<file path="src/design/rtsc_pkg.sv">
// package for the temperature-sense and rectifier-mode controller
package rtsc_pkg;
    localparam int CLK_HZ = 50000000;
    localparam int BIAS_MS = 25;
    localparam int DEGLITCH_MS = 10;
    localparam int MONITOR_MS = 100;
    localparam int BIAS_CYC = BIAS_MS * (CLK_HZ / 1000);
    localparam int DEGLITCH_CYC = DEGLITCH_MS * (CLK_HZ / 1000);
    localparam int MONITOR_CYC = MONITOR_MS * (CLK_HZ / 1000);
    localparam int LOSS_LIMIT_MW = 375;

    // register byte offsets
    localparam logic [3:0] REG_STATUS = 4'h0;
    localparam logic [3:0] REG_MASK = 4'h4;
    localparam logic [3:0] REG_STATE = 4'h8;
    localparam logic [3:0] REG_POWER = 4'hC;
    localparam logic [7:0] MASK_RESET = 8'h00;

    // status bit positions
    localparam int ST_HOT = 0;
    localparam int ST_COLD = 1;
    localparam int ST_CHG_DONE = 2;
    localparam int ST_FAULT = 3;
    localparam int ST_DIE_SD = 4;
    localparam int ST_MODE_CHG = 5;
    localparam int ST_EPT = 6;
    localparam int ST_WIDTH = 7;

    // end-power-transfer packet
    localparam logic [7:0] EPT_HEADER = 8'h02;
    localparam logic [7:0] EPT_UNKNOWN = 8'h00;
    localparam logic [7:0] EPT_OVERTEMP = 8'h03;
    localparam logic [7:0] EPT_INT_FAULT = 8'h02;

    typedef enum logic [1:0] {
        RTSC_DIODE = 2'b00,
        RTSC_HALF = 2'b01,
        RTSC_FULL = 2'b10
    } rtsc_rect_t;

    typedef enum logic [1:0] {
        RTSC_BIAS = 2'b00,
        RTSC_MONITOR = 2'b01
    } rtsc_phase_t;

    typedef struct packed {
        logic hot;
        logic cold;
        logic ctrl_high;
        logic ctrl_low;
    } rtsc_cmp_t;

    typedef struct packed {
        logic valid;
        logic [7:0] header;
        logic [7:0] reason;
    } rtsc_ept_t;

    function automatic logic [31:0] rtsc_cyc(input int cycles);
        return 32'(cycles);
    endfunction
endpackage

</file>
<file path="src/design/rtsc_ctrl.sv">
// temperature-sense sequencer, rectifier mode control and status registers
// Operation
// - rectifier stays diode-only during start-up
// - half-sync above lockout until entry current
// - full-sync until current below exit level
// - sense pin uses hot and cold thresholds
// - bias window lasts 25 ms each cycle
// - each comparator deglitched for 10 ms
// - bias off, pin high impedance after window
// - 100 ms monitor flags external high drive
// - forced-high pin stops receiver, charge complete
// - pulled-low pin stops receiver, fault
// - die overtemperature stops regulator with hysteresis
// - received power is reported to transmitter
// - power is output plus losses, averaged
// - report below reference by under 375 mW
// - outside window suspends charging until back (code: only during the bias window)
// - shutdown sends end-transfer packet header 0x02
//
// Local design decisions: the Avalon-MM interface to the registers and the register addresses.
module rtsc_ctrl
    import rtsc_pkg::*;
#(
    parameter int BIAS_COUNT = BIAS_CYC,
    parameter int MONITOR_COUNT = MONITOR_CYC,
    parameter int DEGLITCH_COUNT = DEGLITCH_CYC,
    parameter int AVG_LOG2 = 4
) (
    input wire logic sys_clk_in,
    input wire logic reset_n_in,
    input wire logic clk_en_in,
    input wire rtsc_cmp_t cmp_in,
    input wire logic rect_above_uvlo_in,
    input wire logic load_above_entry_in,
    input wire logic load_below_exit_in,
    input wire logic die_at_shutdown_in,
    input wire logic die_below_hyst_in,
    input wire logic [15:0] output_power_mw_in,
    input wire logic [15:0] loss_power_mw_in,
    input wire logic avg_sample_in,
    input wire logic [3:0] avs_address_in,
    input wire logic avs_read_in,
    input wire logic avs_write_in,
    input wire logic [31:0] avs_writedata_in,
    output logic [31:0] avs_readdata_out,
    output logic avs_waitrequest_out,
    output logic bias_window_enable_out,
    output logic thermistor_control_pin_oe_out,
    output rtsc_rect_t rect_mode_out,
    output logic regulator_enable_out,
    output logic charge_enable_out,
    output logic receiver_shutdown_out,
    output rtsc_ept_t ept_out,
    output logic [15:0] received_power_mw_out,
    output logic irq_out
);
    rtsc_phase_t phase_reg;
    logic [31:0] timer_reg;
    rtsc_rect_t mode_reg;
    logic die_sd_reg;
    logic ctrl_flag_reg;
    logic [ST_WIDTH-1:0] status_reg;
    logic [ST_WIDTH-1:0] mask_reg;
    logic [15:0] power_reg;
    logic [15:0] power_next;
    logic [31:0] acc_reg;
    logic [7:0] avg_cnt_reg;
    logic shutdown_reg;
    logic ack_reg;
    logic hot_f;
    logic cold_f;
    logic high_f;
    logic low_f;

    wire in_bias = phase_reg == RTSC_BIAS;
    wire bias_done = in_bias && timer_reg >= rtsc_cyc(BIAS_COUNT - 1);
    wire mon_done = !in_bias && timer_reg >= rtsc_cyc(MONITOR_COUNT - 1);

    rtsc_deglitch #(.COUNT(DEGLITCH_COUNT)) u_hot (
        .sys_clk_in(sys_clk_in), .reset_n_in(reset_n_in), .enable_in(clk_en_in),
        .clear_in(!in_bias), .raw_in(cmp_in.hot), .filtered_out(hot_f));
    rtsc_deglitch #(.COUNT(DEGLITCH_COUNT)) u_cold (
        .sys_clk_in(sys_clk_in), .reset_n_in(reset_n_in), .enable_in(clk_en_in),
        .clear_in(!in_bias), .raw_in(cmp_in.cold), .filtered_out(cold_f));
    // monitor comparators use the same filter length to reject pin noise
    rtsc_deglitch #(.COUNT(DEGLITCH_COUNT)) u_high (
        .sys_clk_in(sys_clk_in), .reset_n_in(reset_n_in), .enable_in(clk_en_in),
        .clear_in(in_bias), .raw_in(cmp_in.ctrl_high), .filtered_out(high_f));
    rtsc_deglitch #(.COUNT(DEGLITCH_COUNT)) u_low (
        .sys_clk_in(sys_clk_in), .reset_n_in(reset_n_in), .enable_in(clk_en_in),
        .clear_in(in_bias), .raw_in(cmp_in.ctrl_low), .filtered_out(low_f));

    // rectifier mode
    rtsc_rect_t mode_next;
    always_comb begin
        mode_next = mode_reg;
        unique case (mode_reg)
            RTSC_DIODE: if (rect_above_uvlo_in) mode_next = RTSC_HALF;
            RTSC_HALF: if (!rect_above_uvlo_in) mode_next = RTSC_DIODE;
                else if (load_above_entry_in) mode_next = RTSC_FULL;
            RTSC_FULL: if (!rect_above_uvlo_in) mode_next = RTSC_DIODE;
                else if (load_below_exit_in) mode_next = RTSC_HALF;
            default: mode_next = RTSC_DIODE;
        endcase
    end

    // events
    wire ev_chg_done = !in_bias && high_f && !ctrl_flag_reg;
    wire ev_fault = !in_bias && low_f;
    wire ev_hot = in_bias && hot_f;
    wire ev_cold = in_bias && cold_f;
    wire temp_bad = hot_f || cold_f;
    wire die_sd_next = die_sd_reg ? !die_below_hyst_in : die_at_shutdown_in;
    wire ev_die = die_sd_next && !die_sd_reg;
    wire ev_mode = mode_next != mode_reg;
    wire trip = ev_chg_done || ev_fault || ev_hot || ev_cold || ev_die;
    wire [ST_WIDTH-1:0] events = {trip, ev_mode, ev_die, ev_fault, ev_chg_done, ev_cold, ev_hot};

    // bus decode
    wire bus_access = avs_read_in || avs_write_in;
    wire wr_status = avs_write_in && ack_reg && avs_address_in == REG_STATUS;
    wire wr_mask = avs_write_in && ack_reg && avs_address_in == REG_MASK;
    wire [ST_WIDTH-1:0] wdata = avs_writedata_in[ST_WIDTH-1:0];
    // set beats clear for an event landing on the clearing write
    wire [ST_WIDTH-1:0] status_next = (status_reg & ~(wr_status ? wdata : '0)) | events;
    wire [31:0] state_word = {24'h0, die_sd_reg, shutdown_reg, ctrl_flag_reg,
        temp_bad, phase_reg == RTSC_MONITOR, 1'b0, mode_reg};
    wire [31:0] rd_mux = (avs_address_in == REG_STATUS) ? {25'h0, status_reg} :
        (avs_address_in == REG_MASK) ? {25'h0, mask_reg} :
        (avs_address_in == REG_STATE) ? state_word :
        (avs_address_in == REG_POWER) ? {16'h0, power_reg} : 32'h0;

    // power average: sum of output and losses over 2^AVG_LOG2 samples
    wire [16:0] sample = {1'b0, output_power_mw_in} + {1'b0, loss_power_mw_in};
    wire avg_last = avg_cnt_reg == 8'((1 << AVG_LOG2) - 1);
    wire [31:0] acc_sum = acc_reg + {15'h0, sample};
    assign power_next = 16'(acc_sum >> AVG_LOG2);

    // end-power-transfer reason: fault codes outrank charge-complete
    wire [7:0] ept_reason = ev_die ? EPT_INT_FAULT :
        (ev_fault || ev_hot || ev_cold) ? EPT_OVERTEMP : EPT_UNKNOWN;

    always_ff @(posedge sys_clk_in) begin
        if (!reset_n_in) begin
            phase_reg <= RTSC_BIAS;
            timer_reg <= 32'h0;
            mode_reg <= RTSC_DIODE;
            die_sd_reg <= 1'b0;
            ctrl_flag_reg <= 1'b0;
            status_reg <= '0;
            mask_reg <= MASK_RESET[ST_WIDTH-1:0];
            power_reg <= 16'h0;
            acc_reg <= 32'h0;
            avg_cnt_reg <= 8'h0;
            shutdown_reg <= 1'b0;
            ack_reg <= 1'b0;
            avs_readdata_out <= 32'h0;
            ept_out <= '0;
        end else if (clk_en_in) begin
            if (bias_done) begin
                phase_reg <= RTSC_MONITOR;
                timer_reg <= 32'h0;
            end else if (mon_done) begin
                phase_reg <= RTSC_BIAS;
                timer_reg <= 32'h0;
            end else begin
                timer_reg <= timer_reg + 32'h1;
            end
            if (in_bias && bias_done)
                ctrl_flag_reg <= 1'b0;
            else if (ev_chg_done)
                ctrl_flag_reg <= 1'b1;
            mode_reg <= mode_next;
            die_sd_reg <= die_sd_next;
            status_reg <= status_next;
            if (wr_mask)
                mask_reg <= wdata;
            if (ev_chg_done || ev_fault)
                shutdown_reg <= 1'b1;
            ept_out.valid <= trip;
            if (trip) begin
                ept_out.header <= EPT_HEADER;
                ept_out.reason <= ept_reason;
            end
            if (avg_sample_in) begin
                acc_reg <= avg_last ? 32'h0 : acc_sum;
                avg_cnt_reg <= avg_last ? 8'h0 : avg_cnt_reg + 8'h1;
                if (avg_last)
                    power_reg <= power_next;
            end
            ack_reg <= bus_access && !ack_reg;
            if (avs_read_in && !ack_reg)
                avs_readdata_out <= rd_mux;
        end
    end

    // one wait state per access
    assign avs_waitrequest_out = bus_access && !ack_reg;
    assign bias_window_enable_out = in_bias;
    assign thermistor_control_pin_oe_out = in_bias;
    assign rect_mode_out = mode_reg;
    assign regulator_enable_out = !die_sd_reg && !shutdown_reg;
    assign charge_enable_out = regulator_enable_out && !temp_bad;
    assign receiver_shutdown_out = shutdown_reg;
    // reported value is the measured average; transmitter-side margin is calibration
    assign received_power_mw_out = power_reg;
    assign irq_out = |(status_reg & mask_reg);

    a_bias_length: assert property (@(posedge sys_clk_in) disable iff (!reset_n_in)
        $rose(bias_window_enable_out) |-> bias_window_enable_out [*8])
        else $error("bias window too short");
    a_pin_release: assert property (@(posedge sys_clk_in) disable iff (!reset_n_in)
        !bias_window_enable_out |-> !thermistor_control_pin_oe_out)
        else $error("pin driven outside bias window");
    a_diode_start: assert property (@(posedge sys_clk_in) disable iff (!reset_n_in)
        (mode_reg == RTSC_DIODE && !rect_above_uvlo_in && clk_en_in)
        |=> mode_reg == RTSC_DIODE)
        else $error("sync rectifier left diode mode early");
    a_half_entry: assert property (@(posedge sys_clk_in) disable iff (!reset_n_in)
        (mode_reg == RTSC_DIODE && rect_above_uvlo_in && clk_en_in)
        |=> mode_reg == RTSC_HALF)
        else $error("half sync not entered");
    a_full_hold: assert property (@(posedge sys_clk_in) disable iff (!reset_n_in)
        (mode_reg == RTSC_FULL && rect_above_uvlo_in && !load_below_exit_in && clk_en_in)
        |=> mode_reg == RTSC_FULL)
        else $error("full sync left without low current");
    a_drive_high: assert property (@(posedge sys_clk_in) disable iff (!reset_n_in)
        (clk_en_in && ev_chg_done) |=> ctrl_flag_reg && receiver_shutdown_out)
        else $error("external drive not recorded");
    a_fault_stop: assert property (@(posedge sys_clk_in) disable iff (!reset_n_in)
        (clk_en_in && ev_fault) |=> receiver_shutdown_out && !regulator_enable_out)
        else $error("fault did not stop receiver");
    a_die_stop: assert property (@(posedge sys_clk_in) disable iff (!reset_n_in)
        (clk_en_in && die_at_shutdown_in && !die_sd_reg) |=> !regulator_enable_out)
        else $error("regulator on during die shutdown");
    a_ept_header: assert property (@(posedge sys_clk_in) disable iff (!reset_n_in)
        ept_out.valid |-> ept_out.header == EPT_HEADER)
        else $error("wrong end-transfer header");
    a_temp_suspend: assert property (@(posedge sys_clk_in) disable iff (!reset_n_in)
        (hot_f || cold_f) |-> !charge_enable_out)
        else $error("charging while out of window");
endmodule

</file>
<file path="src/design/rtsc_deglitch.sv">
// synchroniser and deglitch filter for one comparator output
module rtsc_deglitch
    import rtsc_pkg::*;
#(
    parameter int COUNT = DEGLITCH_CYC
) (
    input wire logic sys_clk_in,
    input wire logic reset_n_in,
    input wire logic enable_in,
    input wire logic clear_in,
    input wire logic raw_in,
    output logic filtered_out
);
    logic sync1_reg;
    logic sync2_reg;
    logic [31:0] count_reg;
    logic [31:0] count_next;
    logic filtered_next;
    wire differs = sync2_reg != filtered_out;
    wire expired = count_reg >= rtsc_cyc(COUNT - 1);

    // count only while the synced input disagrees with the output
    assign count_next = (clear_in || !differs || expired) ? 32'h0 : count_reg + 32'h1;
    assign filtered_next = clear_in ? 1'b0 : ((differs && expired) ? sync2_reg : filtered_out);

    always_ff @(posedge sys_clk_in) begin
        if (!reset_n_in) begin
            sync1_reg <= 1'b0;
            sync2_reg <= 1'b0;
            count_reg <= 32'h0;
            filtered_out <= 1'b0;
        end else if (enable_in) begin
            sync1_reg <= raw_in;
            sync2_reg <= sync1_reg;
            count_reg <= count_next;
            filtered_out <= filtered_next;
        end
    end
endmodule

</file>
<file path="config.mk">
export PLATFORM = sky130hd
export DESIGN_NAME = rtsc_ctrl
export DESIGN_NICKNAME = d
export VERILOG_FILES = /design/src/design/rtsc_pkg.sv /design/src/design/rtsc_ctrl.sv /design/src/design/rtsc_deglitch.sv
export SDC_FILE = /design/constraint.sdc
export NUM_CORES = 1
export LEC_CHECK = 0
export ABC_AREA = 1
export BUFFER_PORTS_ARGS = -buffer_cell sky130_fd_sc_hd__buf_2
export CELL_PAD_IN_SITES_DETAIL_PLACEMENT = 1
export CELL_PAD_IN_SITES_GLOBAL_PLACEMENT = 2
export CORE_AREA = 3 3 202 204
export CTS_CLUSTER_DIAMETER = 100
export DETAILED_ROUTE_END_ITERATION = 6
export DIE_AREA = 0 0 205 207
export PLACE_DENSITY_LB_ADDON = 0.1
export SYNTH_ARGS = -nofsm -noshare
export SYNTH_HDL_FRONTEND = slang
export SYNTH_HIERARCHICAL = 1
export SYNTH_SLANG_ARGS = --single-unit
</file>
<file path="constraint.sdc">
create_clock -name sys_clk_in -period 3.2 [get_ports sys_clk_in]
set_input_delay 0.96 -clock sys_clk_in [delete_from_list [all_inputs] [get_ports sys_clk_in]]
set_output_delay 0.96 -clock sys_clk_in [all_outputs]
set_load 0.02 [all_outputs]
</file>
## Word-level counts from Yosys, hierarchy flattened

Index checks and enable logic that the tools add are counted.

| cells by class | value |
|---|---|
| bitwise logic cells | 4 |
| equality and inequality tests | 14 |
| reductions and logical operators | 67 |
| muxes and demuxes | 34 |
| magnitude comparators | 6 |
| add/sub/neg operators | 8 |

Operator list:

| kind | number |
|---|---|
| 32-bit two-way mux | 7 |
| 32-bit by 1-bit adder with 32-bit output (second input constant) | 5 |
| 32-bit by 19-bit greater-or-equal comparator with 1-bit output (second input constant) | 4 |
| 16-bit two-way mux | 4 |
| 32-bit by 17-bit adder with 32-bit output | 1 |
| 32-bit by 21-bit greater-or-equal comparator with 1-bit output (second input constant) | 1 |
| 32-bit by 23-bit greater-or-equal comparator with 1-bit output (second input constant) | 1 |
| 2-bit AND reduction | 11 |
| 1-bit logical AND | 20 |
| 2-bit two-way mux | 9 |
| 16-bit by 16-bit adder with 17-bit output | 1 |
| 1-bit logical OR | 16 |
| 7-bit bitwise AND | 2 |
| 1-bit zero test | 11 |
| 1-bit two-way mux | 11 |
| 8-bit by 1-bit adder with 8-bit output (second input constant) | 1 |
| 4-bit equality test (second input constant) | 2 |
| 8-bit by 4-bit equality test with 1-bit output (second input constant) | 1 |
| 8-bit two-way mux | 1 |
| 2-bit nonzero test | 4 |
| 7-bit two-way mux | 1 |
| 7-bit inverter | 1 |
| 7-bit bitwise OR | 1 |
| 7-bit OR reduction | 1 |
| 10 further kinds | 16 |

| word-level totals | value |
|---|---|
| bits in registers | 292 |
| word-level logic and storage cells | 165 |
| input port bits | 83 |
| output and inout bits | 74 |

## Logic depth before layout (Yosys ltp)

| depth | value |
|---|---|
| depth in word-level cells | 9 |
| gate-level depth with buffers | 14 |
| depth with buffers taken out | 14 |

## Modules after synthesis

The synthesis kept the hierarchy.

By module, submodules not included:

| module | instances | cells each | sequential area each (µm²) | area an instance (µm²) |
|---|---|---|---|---|
| rtsc_ctrl | 1 | 932 | 2342.2 | 6597.6 |
| rtsc_deglitch | 4 | 216 | 700.7 | 1581.5 |

## Worst setup path after synthesis

OpenSTA, ideal clock, no wires.

| timing | value |
|---|---|
| path type | input port to flip-flop |
| start point | input output_power_mw_in[1] |
| end point | register acc_reg[13] |
| arrival time | 2.802 ns |
| library setup time | 0.132 ns |
| path buffers | 0 |
| slack | 0.266 ns |
| data required time | 3.068 ns |
| cell stages on the path | 14 |
| path through | fa_1 -> ha_1 -> inv_1 -> fa_1 -> inv_1 -> nand3_1 -> nand3_1 -> nand2_1 -> nand2_1 -> nand3_1 -> nand2_1 -> nand2_1 -> nand3_1 -> a21oi_1 |

| on the way | value |
|---|---|
| longest elaborated chain between the ends | 3 |

RTL lines:

| item | RTL line | source |
|---|---|---|
| start: declaration | rtsc_ctrl.sv:38 | `input wire logic [15:0] output_power_mw_in,` |
| 16-bit by 16-bit adder with 17-bit output | rtsc_ctrl.sv:134 | `wire [16:0] sample = {1'b0, output_power_mw_in} + {1'b0, loss_power_mw_in};` |
| 32-bit by 17-bit adder with 32-bit output | rtsc_ctrl.sv:136 | `wire [31:0] acc_sum = acc_reg + {15'h0, sample};` |
| 32-bit two-way mux | rtsc_ctrl.sv:186 | `acc_reg <= avg_last ? 32'h0 : acc_sum;` |
| end signal: assignment | rtsc_ctrl.sv:186 |  |
| end: declaration | rtsc_ctrl.sv:66 | `logic [31:0] acc_reg;` |

No other way between the ends.
A chain may end at the register's enable or synchronous reset.

## Final worst setup path

| timing | value |
|---|---|
| start point | register status_reg[2] |
| end point | output irq_out |

| on the way | value |
|---|---|
| longest elaborated chain between the ends | 2 |

RTL lines:

| item | RTL line | source |
|---|---|---|
| start: declaration | rtsc_ctrl.sv:62 | `logic [ST_WIDTH-1:0] status_reg;` |
| start signal: assignment | rtsc_ctrl.sv:175 | `status_reg <= status_next;` |
| 7-bit bitwise AND | rtsc_ctrl.sv:207 | `assign irq_out = \|(status_reg & mask_reg);` |
| 7-bit OR reduction | rtsc_ctrl.sv:207 |  |
| end: declaration | rtsc_ctrl.sv:55 | `output logic irq_out` |

No other way between the ends.

==> impl_summary.txt <==
----------------------------------------------------
[Clock tree]
  Library cell used as clock root buffer ... clkbuf_16
  Clock net sink count ... 257
  Post-CTS setup repair buffer count ... 0
  TritonCTS clock tree ... yes
  Number of buffers created by CTS ... 34
  Number of instances resized during post-cts repair ... 0
  Total of hold buffers inserted after clock tree synthesis ... 0
  # H-tree levels ... 2
  Clock latency on the worst-skew pair ... 0.51 ns
  CTS Buffer Depth ... 3
  Clk pin slew, worst setup/hold paths ... 0.06 ns

[Drt]
  Met2 Wirelength ... 17360 µm
  Routed length per placed instance ... 15.10 µm
  Met3 wire length ... 1766 µm
  Mean number of vias per cell ... 4.711
  # DRC ... 0
  Met1 Wirelength ... 17160 µm
  Top routing layer used ... met5
  Final wirelength ... 37220 µm
  Antenna-violating nets left ... 0
  Total number of vias ... 11612
  DR pass1 iterations ... 4
  First-iteration detailed-routing DRC count ... 346

[Run]
  Max Cap Violations ... 0

[Timing]
  Maximum frequency from static timing analysis ... 0.3540 GHz
  Tightest Pin Transition ... 0.6796 ns
  Setup repair after global routing missed its margin ... no
  Count of final hold-check violations ... 0
  Relative slew slack ... 54.69%
  Post-route minimum period ... 2.825 ns
  Final setup violation count ... 0
  Setup Skew ... 0.01461 ns
  Share of the clock period used by the worst path ... 88.29%
  Number of pins exceeding their max-slew limit in the final report ... 0

[Critical path]
  WP data arrival ... 1.87 ns
  Critical Path Max Stage Delay ... 0.34 ns
  Sort of element at the end of the critical path ... output port
  Worst path required time ... 2.24 ns
  Cell with the largest stage delay on the worst path ... dfxtp_1
  Launching element type of the critical path ... flop
  Critical Setup Path Class ... reg -> out
  Crit-path max FO ... 3
  CP cell instances ... a22o_1 > a221oi_1 > nand4_1 > buf_2

[Global route]
  Residual overflow from global routing ... 0
  Vias in the first global route ... 12047
  Largest net degree at the start of global routing ... 53
  Total global-route track usage ... 17.51%
  Wire length of the first global-routing pass ... 61110 µm
  Initial antenna violation count ... 3

[Logic synthesis]
  Number of synthesis warnings ... 6
  Post-synth EDFFs ... 0
  Post-synthesis register bit count ... 257
  Avg Synthesized Cell Area ... 7.196 µm²
  Predominant post-synthesis flop cell ... dfxtp_1
  Post-synth design cell area ... 0.01292 mm²
  Number of standard cells after synthesis ... 1796
  Cell variety after synth ... 50
  Share of the yosys chip area belonging to registers ... 39.81%
  Share of flip-flops with an asynchronous set or reset ... 0%

[Min path]
  Hold Path Class ... reg -> reg

[Layout]
  Final Instance Count excl. Fillers ... 2465
  Fraction of layout cells with a size suffix above 1 ... 13.66%
  Final layout net count ... 2039
  ANT cells ... 0
  Layout filler cell count ... 5066
  Commonest non-fill, non-tap cell in the layout ... nand2_1
  Most frequent cells in the layout ... nand2_1, dfxtp_1, nor2_1
  Area of all placed cells without fillers ... 0.01509 mm²
  Area added between synthesis and finish ... 16.74%

[Pwr]
  Leakage power ... 0.006432 µW
  Portion of total power attributed to combinational logic ... 12.9%
  Internal Dissipation ... 6065 µW
  Clock power frac ... 47.1%
  Switching component of the power ... 2215 µW
  Total power ... 8280 µW
  Share of total power in sequential cells ... 40.1%
  Worst-case vdd ir drop ... 0.3147 mV
  Total power divided by cell area ... 548.8 mW/mm²
  Switching Fraction ... 26.75%

[Floorplan]
  Die ar. ... 0.04244 mm²
  Count of pins on the block boundary ... 157
  Die boundary height ... 207 µm
  Core region area ... 0.03946 mm²
  Initial core utilization ... 32.75%
  Die Width ... 205 µm
  Standard-cell row count ... 73

[Place]
  Cell count after placement ... 2406
  RD Place Congestion ... 0.7801
  Total cell area at the placement stage ... 0.01395 mm²
  Quantity of I/O buffers inserted on ports ... 102
  Detailed placement HPWL ... 27370 µm

[Status]
  Run status ... completed

----------------------------------------------------
==> worst paths after layout <==
| check | from | to | slack (ns) | depth (start not counted) |
|---|---|---|---|---|
| max | status_reg[2] | irq_out | 0.37 | 4 |
| min | u_low/count_reg[22] | u_low/count_reg[22] | 0.44 | 2 |
| max reg2reg | acc_reg[1] | acc_reg[13] | 0.73 | 14 |
| min reg2reg | u_low/count_reg[22] | u_low/count_reg[22] | 0.44 | 2 |
==> cell families after synthesis <==
| group | Yosys count | synth area share [%] |
|---|---|---|
| AOI/OAI and AO/OA | 200 | 8.307 |
| xor gates and xnor gates | 66 | 4.473 |
| adders and majority gates | 39 | 4.763 |
| buffers and inverters | 309 | 10.48 |
| DFF | 257 | 39.81 |
| other | 1 | 0.02902 |
| and+or+nand+nor | 924 | 32.14 |
==> power groups by stage <==
stage,logic (µW),registers [µW],clock network [µW]
6_report,1070,3320,3900
5_1_grt,1220,3320,4170
4_1_cts,1090,3320,4050
3_5_place_dp,1080,3390,0
3_3_place_gp,1070,3390,0
2_1_floorplan,746,3390,0
==> through the flow <==
stage	setup TNS (ns)	utilization [%]	hold WS [ns]	setup slack [ns]
global route	0	38.24	0.4566	0.3048
CTS	0	38.24	0.4414	0.2932
floorplan	0	-	0.4172	0.2658
global placement	-0.1256	35.34	0.4259	-0.05796
detailed placement	-0.1959	35.34	0.4303	-0.08130
finish	0	38.24	0.4382	0.3749
==> critical path, delay by kind of cell, from the launching register on <==
| family | cells | cell delay, ns |
|---|---|---|
| buf+inv | 1 | 0.23 |
| simple gates | 1 | 0.24 |
| compound gates | 2 | 0.54 |
| flops | 1 | 0.34 |
==> per-layer routing <==
metal | up-vias | global-route usage, %
met3 | 53 | 3.929
met4 | 6 | 4.619
met5 | - | 0
met1 | 5495 | 22.52
li1 | 5905 | -
met2 | 153 | 29.57
==> cell usage after synthesis, drive strengths merged, types with 22 or more instances <==
cell	count	share of area, %
dfxtp	257	40
nor3	77	3.0
nand2	404	12
nand4	46	2.5
inv	237	6.9
clkbuf	23	0.67
nor2	272	8.7
o21ai	73	2.8
buf	47	2.9
xor2	52	3.5
ha	22	2.1
a21oi	94	3.6
nand3	96	4.2
==> final cells by class <==
| cell class | instances | area [µm²] | area share, % |
|---|---|---|---|
| Clock buffer | 48 | 1005 | 6.659 |
| Clock inverter | 11 | 136.4 | 0.9040 |
| Inverter | 239 | 898.4 | 5.955 |
| Multi-Input combinational cell | 1258 | 6533 | 43.30 |
| Sequential cell | 257 | 5145 | 34.10 |
| Tap cell | 525 | 656.9 | 4.354 |
| Timing Repair Buffer | 127 | 713.2 | 4.727 |
Note: power is estimated with default switching activity, not from simulation.
